File: config.mk
export PLATFORM = sky130hd
export DESIGN_NAME = nand_flash_host
export DESIGN_NICKNAME = d
export VERILOG_FILES = /design/src/design/nand_host_pkg.sv /design/src/design/nand_bus_cycle.sv /design/src/design/nand_flash_host.sv
export SDC_FILE = /design/constraint.sdc
export NUM_CORES = 1
export LEC_CHECK = 0
export BUFFER_PORTS_ARGS = -buffer_cell sky130_fd_sc_hd__buf_2
export CAP_MARGIN = 20
export CORE_UTILIZATION = 40
export CTS_CLUSTER_DIAMETER = 30
export DETAILED_ROUTE_END_ITERATION = 10
export GPL_ROUTABILITY_DRIVEN = 0
export RECOVER_POWER = 100
export SLEW_MARGIN = 15
export SYNTH_ARGS = -nofsm -noshare
export SYNTH_HDL_FRONTEND = slang
export SYNTH_HIERARCHICAL = 1
export SYNTH_SLANG_ARGS = --single-unit
File: constraint.sdc
create_clock -name sys_clk_in -period 2.4 [get_ports sys_clk_in]
set_input_delay 0.48 -clock sys_clk_in [delete_from_list [all_inputs] [get_ports sys_clk_in]]
set_output_delay 0.48 -clock sys_clk_in [all_outputs]
set_load 0.03 [all_outputs]
File: src/design/nand_host_pkg.sv
// constants for the nand flash host controller
//
// Operation
// - eight-bit shared bus carries commands, addresses, write data out and read data in.
// - command latch select high: byte captured on write strobe rising edge.
// - address latch select high: byte captured on write strobe rising edge.
// - busy flag is open drain, host supplies pull-up; this host has no pull-up and holds busy_pull_oe_out low.
// - commands: 00h/01h read, 80h then 10h program, 60h then D0h erase.
// - four address cycles: column then rows; erase sends three row cycles.
package nand_host_pkg;

  // ****************
  // command bytes
  // ****************
  localparam logic [7:0] CMD_READ_A    = 8'h00;
  localparam logic [7:0] CMD_READ_B    = 8'h01;
  localparam logic [7:0] CMD_PROG_SETUP = 8'h80;
  localparam logic [7:0] CMD_PROG_GO   = 8'h10;
  localparam logic [7:0] CMD_ERASE_SETUP = 8'h60;
  localparam logic [7:0] CMD_ERASE_GO  = 8'hD0;
  localparam logic [7:0] CMD_STATUS    = 8'h70;
  localparam logic [7:0] CMD_RESET     = 8'hFF;

  // ****************
  // operation codes on the user port
  // ****************
  localparam logic [2:0] OP_READ   = 3'h0;
  localparam logic [2:0] OP_PROG   = 3'h1;
  localparam logic [2:0] OP_ERASE  = 3'h2;
  localparam logic [2:0] OP_STATUS = 3'h3;
  localparam logic [2:0] OP_RESET  = 3'h4;

  // ****************
  // geometry and timing
  // ****************
  localparam int PAGE_BYTES      = 528;
  localparam int ADDR_CYCLES     = 4;
  localparam int ERASE_ADDR_CYC  = 3;
  localparam int CLK_PERIOD_PS   = 5000;
  localparam int STROBE_LOW_NS   = 25;
  localparam int STROBE_HIGH_NS  = 25;
  localparam int VALID_DELAY_NS  = 20;
  localparam int BUSY_WAIT_NS    = 100;
  localparam int STROBE_LOW_CYC  = (STROBE_LOW_NS * 1000 + CLK_PERIOD_PS - 1) / CLK_PERIOD_PS;
  localparam int STROBE_HIGH_CYC = (STROBE_HIGH_NS * 1000 + CLK_PERIOD_PS - 1) / CLK_PERIOD_PS;
  localparam int VALID_DELAY_CYC = (VALID_DELAY_NS * 1000 + CLK_PERIOD_PS - 1) / CLK_PERIOD_PS;
  localparam int BUSY_WAIT_CYC   = (BUSY_WAIT_NS * 1000 + CLK_PERIOD_PS - 1) / CLK_PERIOD_PS;

  // bus phase types
  typedef enum logic [1:0] {
    PH_CMD  = 2'b00,
    PH_ADDR = 2'b01,
    PH_WR   = 2'b10,
    PH_RD   = 2'b11
  } phase_t;

endpackage

File: src/design/nand_bus_cycle.sv
// one strobed bus cycle on the flash pins: write or read of a single byte
`timescale 1ns/10ps
`default_nettype none
module nand_bus_cycle (
  // clock and reset
  input  wire logic                 sys_clk_in,
  input  wire logic                 sys_rst_in,
  // request
  input  wire logic                 start_in,
  input  wire nand_host_pkg::phase_t phase_in,
  input  wire logic [7:0]           wdata_in,
  output logic                      done_out,
  output logic [7:0]                rdata_out,
  // pins, already synchronised on input
  input  wire logic [7:0]           io_sync_in,
  output logic [7:0]                io_out,
  output logic                      io_oe_out,
  output logic                      cmd_sel_out,
  output logic                      addr_sel_out,
  output logic                      write_strobe_n_out,
  output logic                      output_strobe_n_out
);

  // ****************
  // strobe sequencer
  // ****************
  logic [3:0]            cnt_q;
  logic                  low_q;
  logic                  busy_q;
  nand_host_pkg::phase_t ph_q;

  // low half then high half; bytes latch on the rising edge we make
  always_ff @(posedge sys_clk_in) begin
    done_out <= 1'b0;
    if (sys_rst_in) begin
      cnt_q               <= 4'h0;
      low_q               <= 1'b0;
      busy_q              <= 1'b0;
      ph_q                <= nand_host_pkg::PH_CMD;
      io_out              <= 8'h00;
      io_oe_out           <= 1'b0;
      cmd_sel_out         <= 1'b0;
      addr_sel_out        <= 1'b0;
      write_strobe_n_out  <= 1'b1;
      output_strobe_n_out <= 1'b1;
      rdata_out           <= 8'h00;
    end else if (start_in && !busy_q) begin
      busy_q       <= 1'b1;
      low_q        <= 1'b1;
      ph_q         <= phase_in;
      cnt_q        <= 4'(nand_host_pkg::STROBE_LOW_CYC - 1);
      cmd_sel_out  <= (phase_in == nand_host_pkg::PH_CMD);
      addr_sel_out <= (phase_in == nand_host_pkg::PH_ADDR);
      io_out       <= wdata_in;
      io_oe_out    <= (phase_in != nand_host_pkg::PH_RD);
      if (phase_in == nand_host_pkg::PH_RD) begin
        output_strobe_n_out <= 1'b0;
      end else begin
        write_strobe_n_out <= 1'b0;
      end
    end else if (busy_q && cnt_q != 4'h0) begin
      cnt_q <= cnt_q - 4'h1;
    end else if (busy_q && low_q) begin
      // sample read data at the end of the low half, one cycle short of the valid delay plus sync
      if (ph_q == nand_host_pkg::PH_RD) begin
        rdata_out <= io_sync_in;
      end
      low_q               <= 1'b0;
      write_strobe_n_out  <= 1'b1;
      output_strobe_n_out <= 1'b1;
      cnt_q               <= 4'(nand_host_pkg::STROBE_HIGH_CYC - 1);
    end else if (busy_q) begin
      // hold data and selects through the high half for hold time
      busy_q       <= 1'b0;
      done_out     <= 1'b1;
      io_oe_out    <= 1'b0;
      cmd_sel_out  <= 1'b0;
      addr_sel_out <= 1'b0;
    end
  end

endmodule
`default_nettype wire

File: src/design/nand_flash_host.sv
// host controller driving a nand flash over its parallel pins
`timescale 1ns/10ps
`default_nettype none
module nand_flash_host #(
  parameter int TIMEOUT_CYC = 2000000
) (
  // clock and reset
  input  wire logic        sys_clk_in,
  input  wire logic        sys_rst_in,
  // user request
  input  wire logic        req_valid_in,
  input  wire logic [2:0]  req_op_in,
  input  wire logic        req_half_in,
  input  wire logic [25:0] req_addr_in,
  input  wire logic [9:0]  req_len_in,
  output logic             req_ready_out,
  // user write data, taken one byte per handshake
  input  wire logic [7:0]  wr_data_in,
  output logic             wr_take_out,
  // user read data
  output logic [7:0]       rd_data_out,
  output logic             rd_valid_out,
  // completion
  output logic             op_done_out,
  output logic [7:0]       op_status_out,
  output logic             op_timeout_out,
  // flash pins
  input  wire logic [7:0]  io_in,
  output logic [7:0]       io_out,
  output logic             io_oe_out,
  output logic             chip_select_n_out,
  output logic             command_latch_select_out,
  output logic             address_latch_select_out,
  output logic             write_strobe_n_out,
  output logic             output_strobe_n_out,
  output logic             erase_lock_n_out,
  input  wire logic        busy_flag_n_in,
  output logic             busy_pull_oe_out
);

  // ****************
  // input synchronisers
  // ****************
  logic [7:0] io_m_q;
  logic [7:0] io_s_q;
  logic       rb_m_q;
  logic       rb_s_q;

  // pins are asynchronous to us; first stage feeds only the second
  always_ff @(posedge sys_clk_in) begin
    io_m_q <= io_in;
    io_s_q <= io_m_q;
    rb_m_q <= busy_flag_n_in;
    rb_s_q <= rb_m_q;
  end

  // ****************
  // sequencer
  // ****************
  typedef enum logic [3:0] {
    ST_IDLE  = 4'b0000,
    ST_CMD1  = 4'b0001,
    ST_ADDR  = 4'b0010,
    ST_DATA  = 4'b0011,
    ST_CMD2  = 4'b0100,
    ST_WAIT  = 4'b0101,
    ST_BUSY  = 4'b0110,
    ST_READ  = 4'b0111,
    ST_STCMD = 4'b1000,
    ST_STRD  = 4'b1001,
    ST_DONE  = 4'b1010
  } state_t;

  state_t                state_q;
  logic [2:0]            op_q;
  logic                  half_q;
  logic [25:0]           addr_q;
  logic [9:0]            len_q;
  logic [9:0]            bytes_q;
  logic [2:0]            acyc_q;
  logic [31:0]           tmo_q;
  logic                  cyc_start_q;
  nand_host_pkg::phase_t cyc_phase_q;
  logic [7:0]            cyc_wdata_q;
  logic                  cyc_done;
  logic [7:0]            cyc_rdata;

  // one strobed byte per request; cycle engine owns pin timing
  nand_bus_cycle u_cycle (
    .sys_clk_in          (sys_clk_in),
    .sys_rst_in          (sys_rst_in),
    .start_in            (cyc_start_q),
    .phase_in            (cyc_phase_q),
    .wdata_in            (cyc_wdata_q),
    .done_out            (cyc_done),
    .rdata_out           (cyc_rdata),
    .io_sync_in          (io_s_q),
    .io_out              (io_out),
    .io_oe_out           (io_oe_out),
    .cmd_sel_out         (command_latch_select_out),
    .addr_sel_out        (address_latch_select_out),
    .write_strobe_n_out  (write_strobe_n_out),
    .output_strobe_n_out (output_strobe_n_out)
  );

  // address byte by cycle index: column, then rows, erase skips column
  function automatic logic [7:0] addr_byte(input logic [25:0] a, input logic [2:0] idx);
    unique case (idx)
      3'h0:    addr_byte = a[7:0];
      3'h1:    addr_byte = a[16:9];
      3'h2:    addr_byte = a[24:17];
      default: addr_byte = {7'h00, a[25]};
    endcase
  endfunction

  // main operation flow
  always_ff @(posedge sys_clk_in) begin
    cyc_start_q  <= 1'b0;
    wr_take_out  <= 1'b0;
    rd_valid_out <= 1'b0;
    op_done_out  <= 1'b0;
    if (sys_rst_in) begin
      state_q        <= ST_IDLE;
      op_q           <= nand_host_pkg::OP_READ;
      half_q         <= 1'b0;
      addr_q         <= 26'h0000000;
      len_q          <= 10'h000;
      bytes_q        <= 10'h000;
      acyc_q         <= 3'h0;
      tmo_q          <= 32'h00000000;
      cyc_phase_q    <= nand_host_pkg::PH_CMD;
      cyc_wdata_q    <= 8'h00;
      req_ready_out  <= 1'b0;
      rd_data_out    <= 8'h00;
      op_status_out  <= 8'h00;
      op_timeout_out <= 1'b0;
    end else begin
      unique case (state_q)
        ST_IDLE: begin
          req_ready_out <= rb_s_q;
          if (req_valid_in && req_ready_out) begin
            req_ready_out  <= 1'b0;
            op_q           <= req_op_in;
            half_q         <= req_half_in;
            addr_q         <= req_addr_in;
            len_q          <= req_len_in;
            bytes_q        <= 10'h000;
            op_timeout_out <= 1'b0;
            tmo_q          <= 32'h00000000;
            acyc_q         <= (req_op_in == nand_host_pkg::OP_ERASE) ?
                              3'(nand_host_pkg::ADDR_CYCLES - nand_host_pkg::ERASE_ADDR_CYC) :
                              3'h0;
            cyc_phase_q    <= nand_host_pkg::PH_CMD;
            cyc_start_q    <= 1'b1;
            state_q        <= (req_op_in == nand_host_pkg::OP_RESET) ? ST_WAIT : ST_CMD1;
            unique case (req_op_in)
              nand_host_pkg::OP_PROG:   cyc_wdata_q <= nand_host_pkg::CMD_PROG_SETUP;
              nand_host_pkg::OP_ERASE:  cyc_wdata_q <= nand_host_pkg::CMD_ERASE_SETUP;
              nand_host_pkg::OP_STATUS: cyc_wdata_q <= nand_host_pkg::CMD_STATUS;
              nand_host_pkg::OP_RESET:  cyc_wdata_q <= nand_host_pkg::CMD_RESET;
              default: cyc_wdata_q <= req_half_in ? nand_host_pkg::CMD_READ_B
                                                  : nand_host_pkg::CMD_READ_A;
            endcase
            if (req_op_in == nand_host_pkg::OP_STATUS) begin
              state_q <= ST_STCMD;
            end
          end
        end
        ST_CMD1: if (cyc_done) begin
          cyc_phase_q <= nand_host_pkg::PH_ADDR;
          cyc_wdata_q <= addr_byte(addr_q, acyc_q);
          cyc_start_q <= 1'b1;
          state_q     <= ST_ADDR;
        end
        ST_ADDR: if (cyc_done) begin
          if (acyc_q != 3'(nand_host_pkg::ADDR_CYCLES - 1)) begin
            acyc_q      <= acyc_q + 3'h1;
            cyc_wdata_q <= addr_byte(addr_q, acyc_q + 3'h1);
            cyc_start_q <= 1'b1;
          end else if (op_q == nand_host_pkg::OP_ERASE) begin
            cyc_phase_q <= nand_host_pkg::PH_CMD;
            cyc_wdata_q <= nand_host_pkg::CMD_ERASE_GO;
            cyc_start_q <= 1'b1;
            state_q     <= ST_CMD2;
          end else if (op_q == nand_host_pkg::OP_PROG) begin
            state_q <= ST_DATA;
          end else begin
            tmo_q   <= 32'h00000000;
            state_q <= ST_WAIT;
          end
        end
        ST_DATA: if (bytes_q == len_q && (cyc_done || len_q == 10'h000)) begin
          cyc_phase_q <= nand_host_pkg::PH_CMD;
          cyc_wdata_q <= nand_host_pkg::CMD_PROG_GO;
          cyc_start_q <= 1'b1;
          state_q     <= ST_CMD2;
        end else if (!cyc_start_q && (cyc_done || bytes_q == 10'h000 && !wr_take_out)) begin
          cyc_phase_q <= nand_host_pkg::PH_WR;
          cyc_wdata_q <= wr_data_in;
          wr_take_out <= 1'b1;
          cyc_start_q <= 1'b1;
          bytes_q     <= bytes_q + 10'h001;
        end
        ST_CMD2: if (cyc_done) begin
          tmo_q   <= 32'h00000000;
          state_q <= ST_WAIT;
        end
        ST_WAIT: begin
          // the flag needs a short while to fall after the final strobe
          tmo_q <= tmo_q + 32'h00000001;
          if (tmo_q == 32'(nand_host_pkg::BUSY_WAIT_CYC + 2)) begin
            state_q <= ST_BUSY;
          end
        end
        ST_BUSY: begin
          tmo_q <= tmo_q + 32'h00000001;
          if (rb_s_q) begin
            bytes_q <= 10'h000;
            if (op_q == nand_host_pkg::OP_READ) begin
              cyc_phase_q <= nand_host_pkg::PH_RD;
              cyc_start_q <= 1'b1;
              state_q     <= ST_READ;
            end else if (op_q == nand_host_pkg::OP_RESET) begin
              state_q <= ST_DONE;
            end else begin
              cyc_phase_q <= nand_host_pkg::PH_CMD;
              cyc_wdata_q <= nand_host_pkg::CMD_STATUS;
              cyc_start_q <= 1'b1;
              state_q     <= ST_STCMD;
            end
          end else if (tmo_q == 32'(TIMEOUT_CYC)) begin
            op_timeout_out <= 1'b1;
            state_q        <= ST_DONE;
          end
        end
        ST_READ: if (cyc_done) begin
          rd_data_out  <= cyc_rdata;
          rd_valid_out <= 1'b1;
          bytes_q      <= bytes_q + 10'h001;
          if (bytes_q + 10'h001 == len_q) begin
            state_q <= ST_DONE;
          end else begin
            cyc_start_q <= 1'b1;
          end
        end
        ST_STCMD: if (cyc_done) begin
          cyc_phase_q <= nand_host_pkg::PH_RD;
          cyc_start_q <= 1'b1;
          state_q     <= ST_STRD;
        end
        ST_STRD: if (cyc_done) begin
          op_status_out <= cyc_rdata;
          state_q       <= ST_DONE;
        end
        default: begin
          op_done_out <= 1'b1;
          state_q     <= ST_IDLE;
        end
      endcase
    end
  end

  // ****************
  // static pin controls
  // ****************
  // select stays low; toggling it while busy would be ignored anyway
  always_ff @(posedge sys_clk_in) begin
    if (sys_rst_in) begin
      chip_select_n_out <= 1'b1;
      erase_lock_n_out  <= 1'b0;
      busy_pull_oe_out  <= 1'b0;
    end else begin
      chip_select_n_out <= 1'b0;
      erase_lock_n_out  <= 1'b1;
      busy_pull_oe_out  <= 1'b0;
    end
  end

endmodule
`default_nettype wire

==> impl_metrics.toml <==
[worst_hold_path]
hold_end = "io_m_q[2]"
min_path_type = "input pin to register"
whs_path_depth = 1
worstHoldStart = "io_in[2]"

[global_routing]
track_usage = 0.198
overflow = 0
antenna_found_initial = 0
grt_pass1_wl_um = 32500
grt_max_degree = 119
grt_pass1_vias = 6504

[logic_synthesis]
synth-seq-cells = 169
synthFlopType = "dfxtp_1"
synth_cell_types = 84
synth.yosys.seq_area_share = 0.416
syn-cell-area_um2 = 8130
yosys_warnings = 6
synthCells = 971
synth_nets = 1043
async_flop_share = 0
syn_area_per_cell_um2 = 8.37
synth-edff-count = 0

[cts]
cts_tree = "done"
htreeDepth = 4
cts-root-buf = "clkbuf_16"
clockBufferDepth = 2
cts_buffers = 17
clkSlewWorstSetupHoldPaths_ps = 80
clk_latency_ps = 440
cts_sinks = 169

[run]
maxCapViolCount = 0

[cells_and_area]
area_growth_pct = 18.5
drive_above_1_share = 0.161
diodes = 0
post-route-util = 0.489
num-nets-final = 1149

[floorplan]
pin_count = 97
dieArea_um2 = 20900
die_h_um = 145
floorplan.initialDensity = 0.412
dieWidth_um = 145
core_area_um2 = 19700
rows = 51

[sta]
max_freq_mhz = 436
fin_skew_ps = 17.0
relSlewSlack = 0.318
finalCritPeriodShare = 0.955
setup_violations = 0
hold_viol = 0
fin_crit_ps = 2290
maxSlewViolCount = 0
rsz0062_at_grt = "false"
finalSetupTns_ps = 0
tightestPinTransition_ps = 1020

[critical_path]
start_kind = "register"
worstReg2RegStart = "bytes_q[3]"
ff2ff_setup_slack_ps = 110
crit_path_max_fanout = 7
worstSetupPathType = "register to register"
reg2reg_depth = 9
r2r-end = "cyc_wdata_q[5]"
required_ps = 2760
worstPathArrival_ps = 2650
cp-end-kind = "register"

[power_and_ir_drop]
leakage_nw = 3.38
powerDensity_nw_per_um2 = 828
vdd_drop_max_v = 0.000626

[route]
route.detailed.drc = 0
wire_per_inst_um = 15.1
drt-vias-per-instance = 5.27
vias = 7137
ant_nets = 0
drtIter0Drc = 489
drt_first_pass_iters = 8
wl_um = 20400

[placement]
dp_hpwl_um = 14500
portBuffers = 94

[run_status]
status = "completed"
==> worst max-delay path, cell delays in order (launching register included) <==
cell and delay, ps:
dfxtp_2 360, buf_4 160, xnor2_1 150, nand4_1 190, nor4_4 460, o31a_1 230, and3_2 230, clkbuf_2 180
nor2_1 70, a211oi_2 180
==> worst max path at each step <==
stage | start | end | slack [ps] | cells past startpoint
2_1_floorplan | bytes_q[0] | state_q[0] | 170 | 9
3_3_place_gp | bytes_q[0] | bytes_q[6] | 70 | 9
3_5_place_dp | acyc_q[0] | tmo_q[13] | 50 | 10
4_1_cts | bytes_q[0] | state_q[0] | 40 | 8
5_1_grt | tmo_q[0] | state_q[1] | 6 | 9
6_report | bytes_q[3] | cyc_wdata_q[5] | 110 | 9
==> repair_timing <==
item / CTS / global route
endpoints found under the setup margin: 0 / 26
setup buffers: 0 / 2
hold buffers: 0 / 0
resized for setup: 0 / 26
==> per-layer routing <==
layer / share of wire / global-route usage
met5: 0 / 0
met3: 0.050 / 0.0414
met1: 0.48 / 0.273
met2: 0.45 / 0.306
met4: 0.013 / 0.0654
==> Yosys cell counts (3+ instances only) <==
cell type	instances	area [um^2]
nor3b_1	4	30.0
nor4_1	16	100
buf_4	4	30.0
or3_1	10	62.6
a21oi_1	82	410
ha_1	12	150
inv_1	25	93.8
buf_2	13	65.1
nor2b_1	5	31.3
dfxtp_1	169	3380
a311oi_1	3	26.3
a31oi_1	6	37.5
buf_6	4	45.0
nand2_1	144	541
o21ai_0	24	120
nand2b_1	20	125
nand3_1	19	95.1
nor4b_1	3	26.3
nor4b_2	3	45.0
o22ai_1	10	62.6
and4_1	3	26.3
nand4_1	14	87.6
xor2_1	12	105
nor2_1	112	420
o21a_1	3	22.5
a211oi_1	13	97.6
o21ai_1	4	20.0
nor3_1	27	135
and3_1	5	31.3
a22o_1	3	26.3
a222oi_1	16	160
nand3b_1	6	45.0
a31o_1	3	26.3
xnor2_1	37	324
mux2i_1	30	300
a21o_1	3	22.5
o211ai_1	6	45.0
buf_1	4	15.0
clkbuf_1	39	146
==> final cells by class <==
type                            instances  area (um^2)
Clock inverter                         15          171
Multi-Input combinational cell        711         4380
Fill cell                            1974        10100
Timing Repair Buffer                  151          838
Tap cell                              265          332
Clock buffer                           17          425
Inverter                               27          101
Sequential cell                       169         3390
==> cells by family after synthesis <==
family / after synthesis / synth area share
AND/OR/NAND/NOR: 409 / 0.250
multiplexers: 31 / 0.0383
AO/OA/AOI/OAI: 207 / 0.171
XOR/XNOR: 50 / 0.0548
other: 1 / 0.000461
adder cells (fa/ha/maj): 13 / 0.0197
flip-flops: 169 / 0.416
buffers and inverters: 91 / 0.0496
==> layout by cell type (no fill, tap or decap), types with 7 or more instances in the layout <==
cell,count
dfxtp_1,162
a211oi_1,13
a21oi_1,81
ha_1,12
nand4_1,14
nor4_1,15
xnor2_1,35
mux2i_1,30
clkbuf_1,46
a222oi_1,16
dfxtp_2,7
nor3_1,25
nand2_1,143
nor2_1,110
o22ai_1,10
buf_2,57
or3_1,10
inv_1,25
clkbuf_16,17
buf_4,42
o21ai_0,25
xor2_1,12
nand2b_1,20
nand3_1,19
==> state kept, by name, summed over array words and instances, names as in the netlist, 3 cells and up <==
signal / cells
addr_q: 25
io_s_q: 8
u_cycle/io_out: 8
tmo_q: 32
io_m_q: 8
rd_data_out: 8
len_q: 10
op_q: 3
u_cycle/rdata_out: 8
bytes_q: 10
state_q: 4
u_cycle/cnt_q: 4
cyc_wdata_q: 8
op_status_out: 8
acyc_q: 3
==> per-stage QoR <==
step	instances	hold WS [ps]	worst slack (ps)	cell area (um^2)	total power (W)
finish	1355	131	108	9640	0.00798
global route	1355	114	6.03	9640	0.00838
CTS	1353	115	44.8	9670	0.00806
detailed placement	1321	312	47.5	9080	0.00531
global placement	1321	310	66.2	9080	0.00529
floorplan	971	310	172	8130	0.00464
==> where the power goes <==
| group | switching, W | internal [W] |
|---|---|---|
| clock | 0.00133 | 0.00141 |
| sequential | 0.000150 | 0.00297 |
| combinational | 0.00129 | 0.000833 |
(Power assumes the default switching activity.)
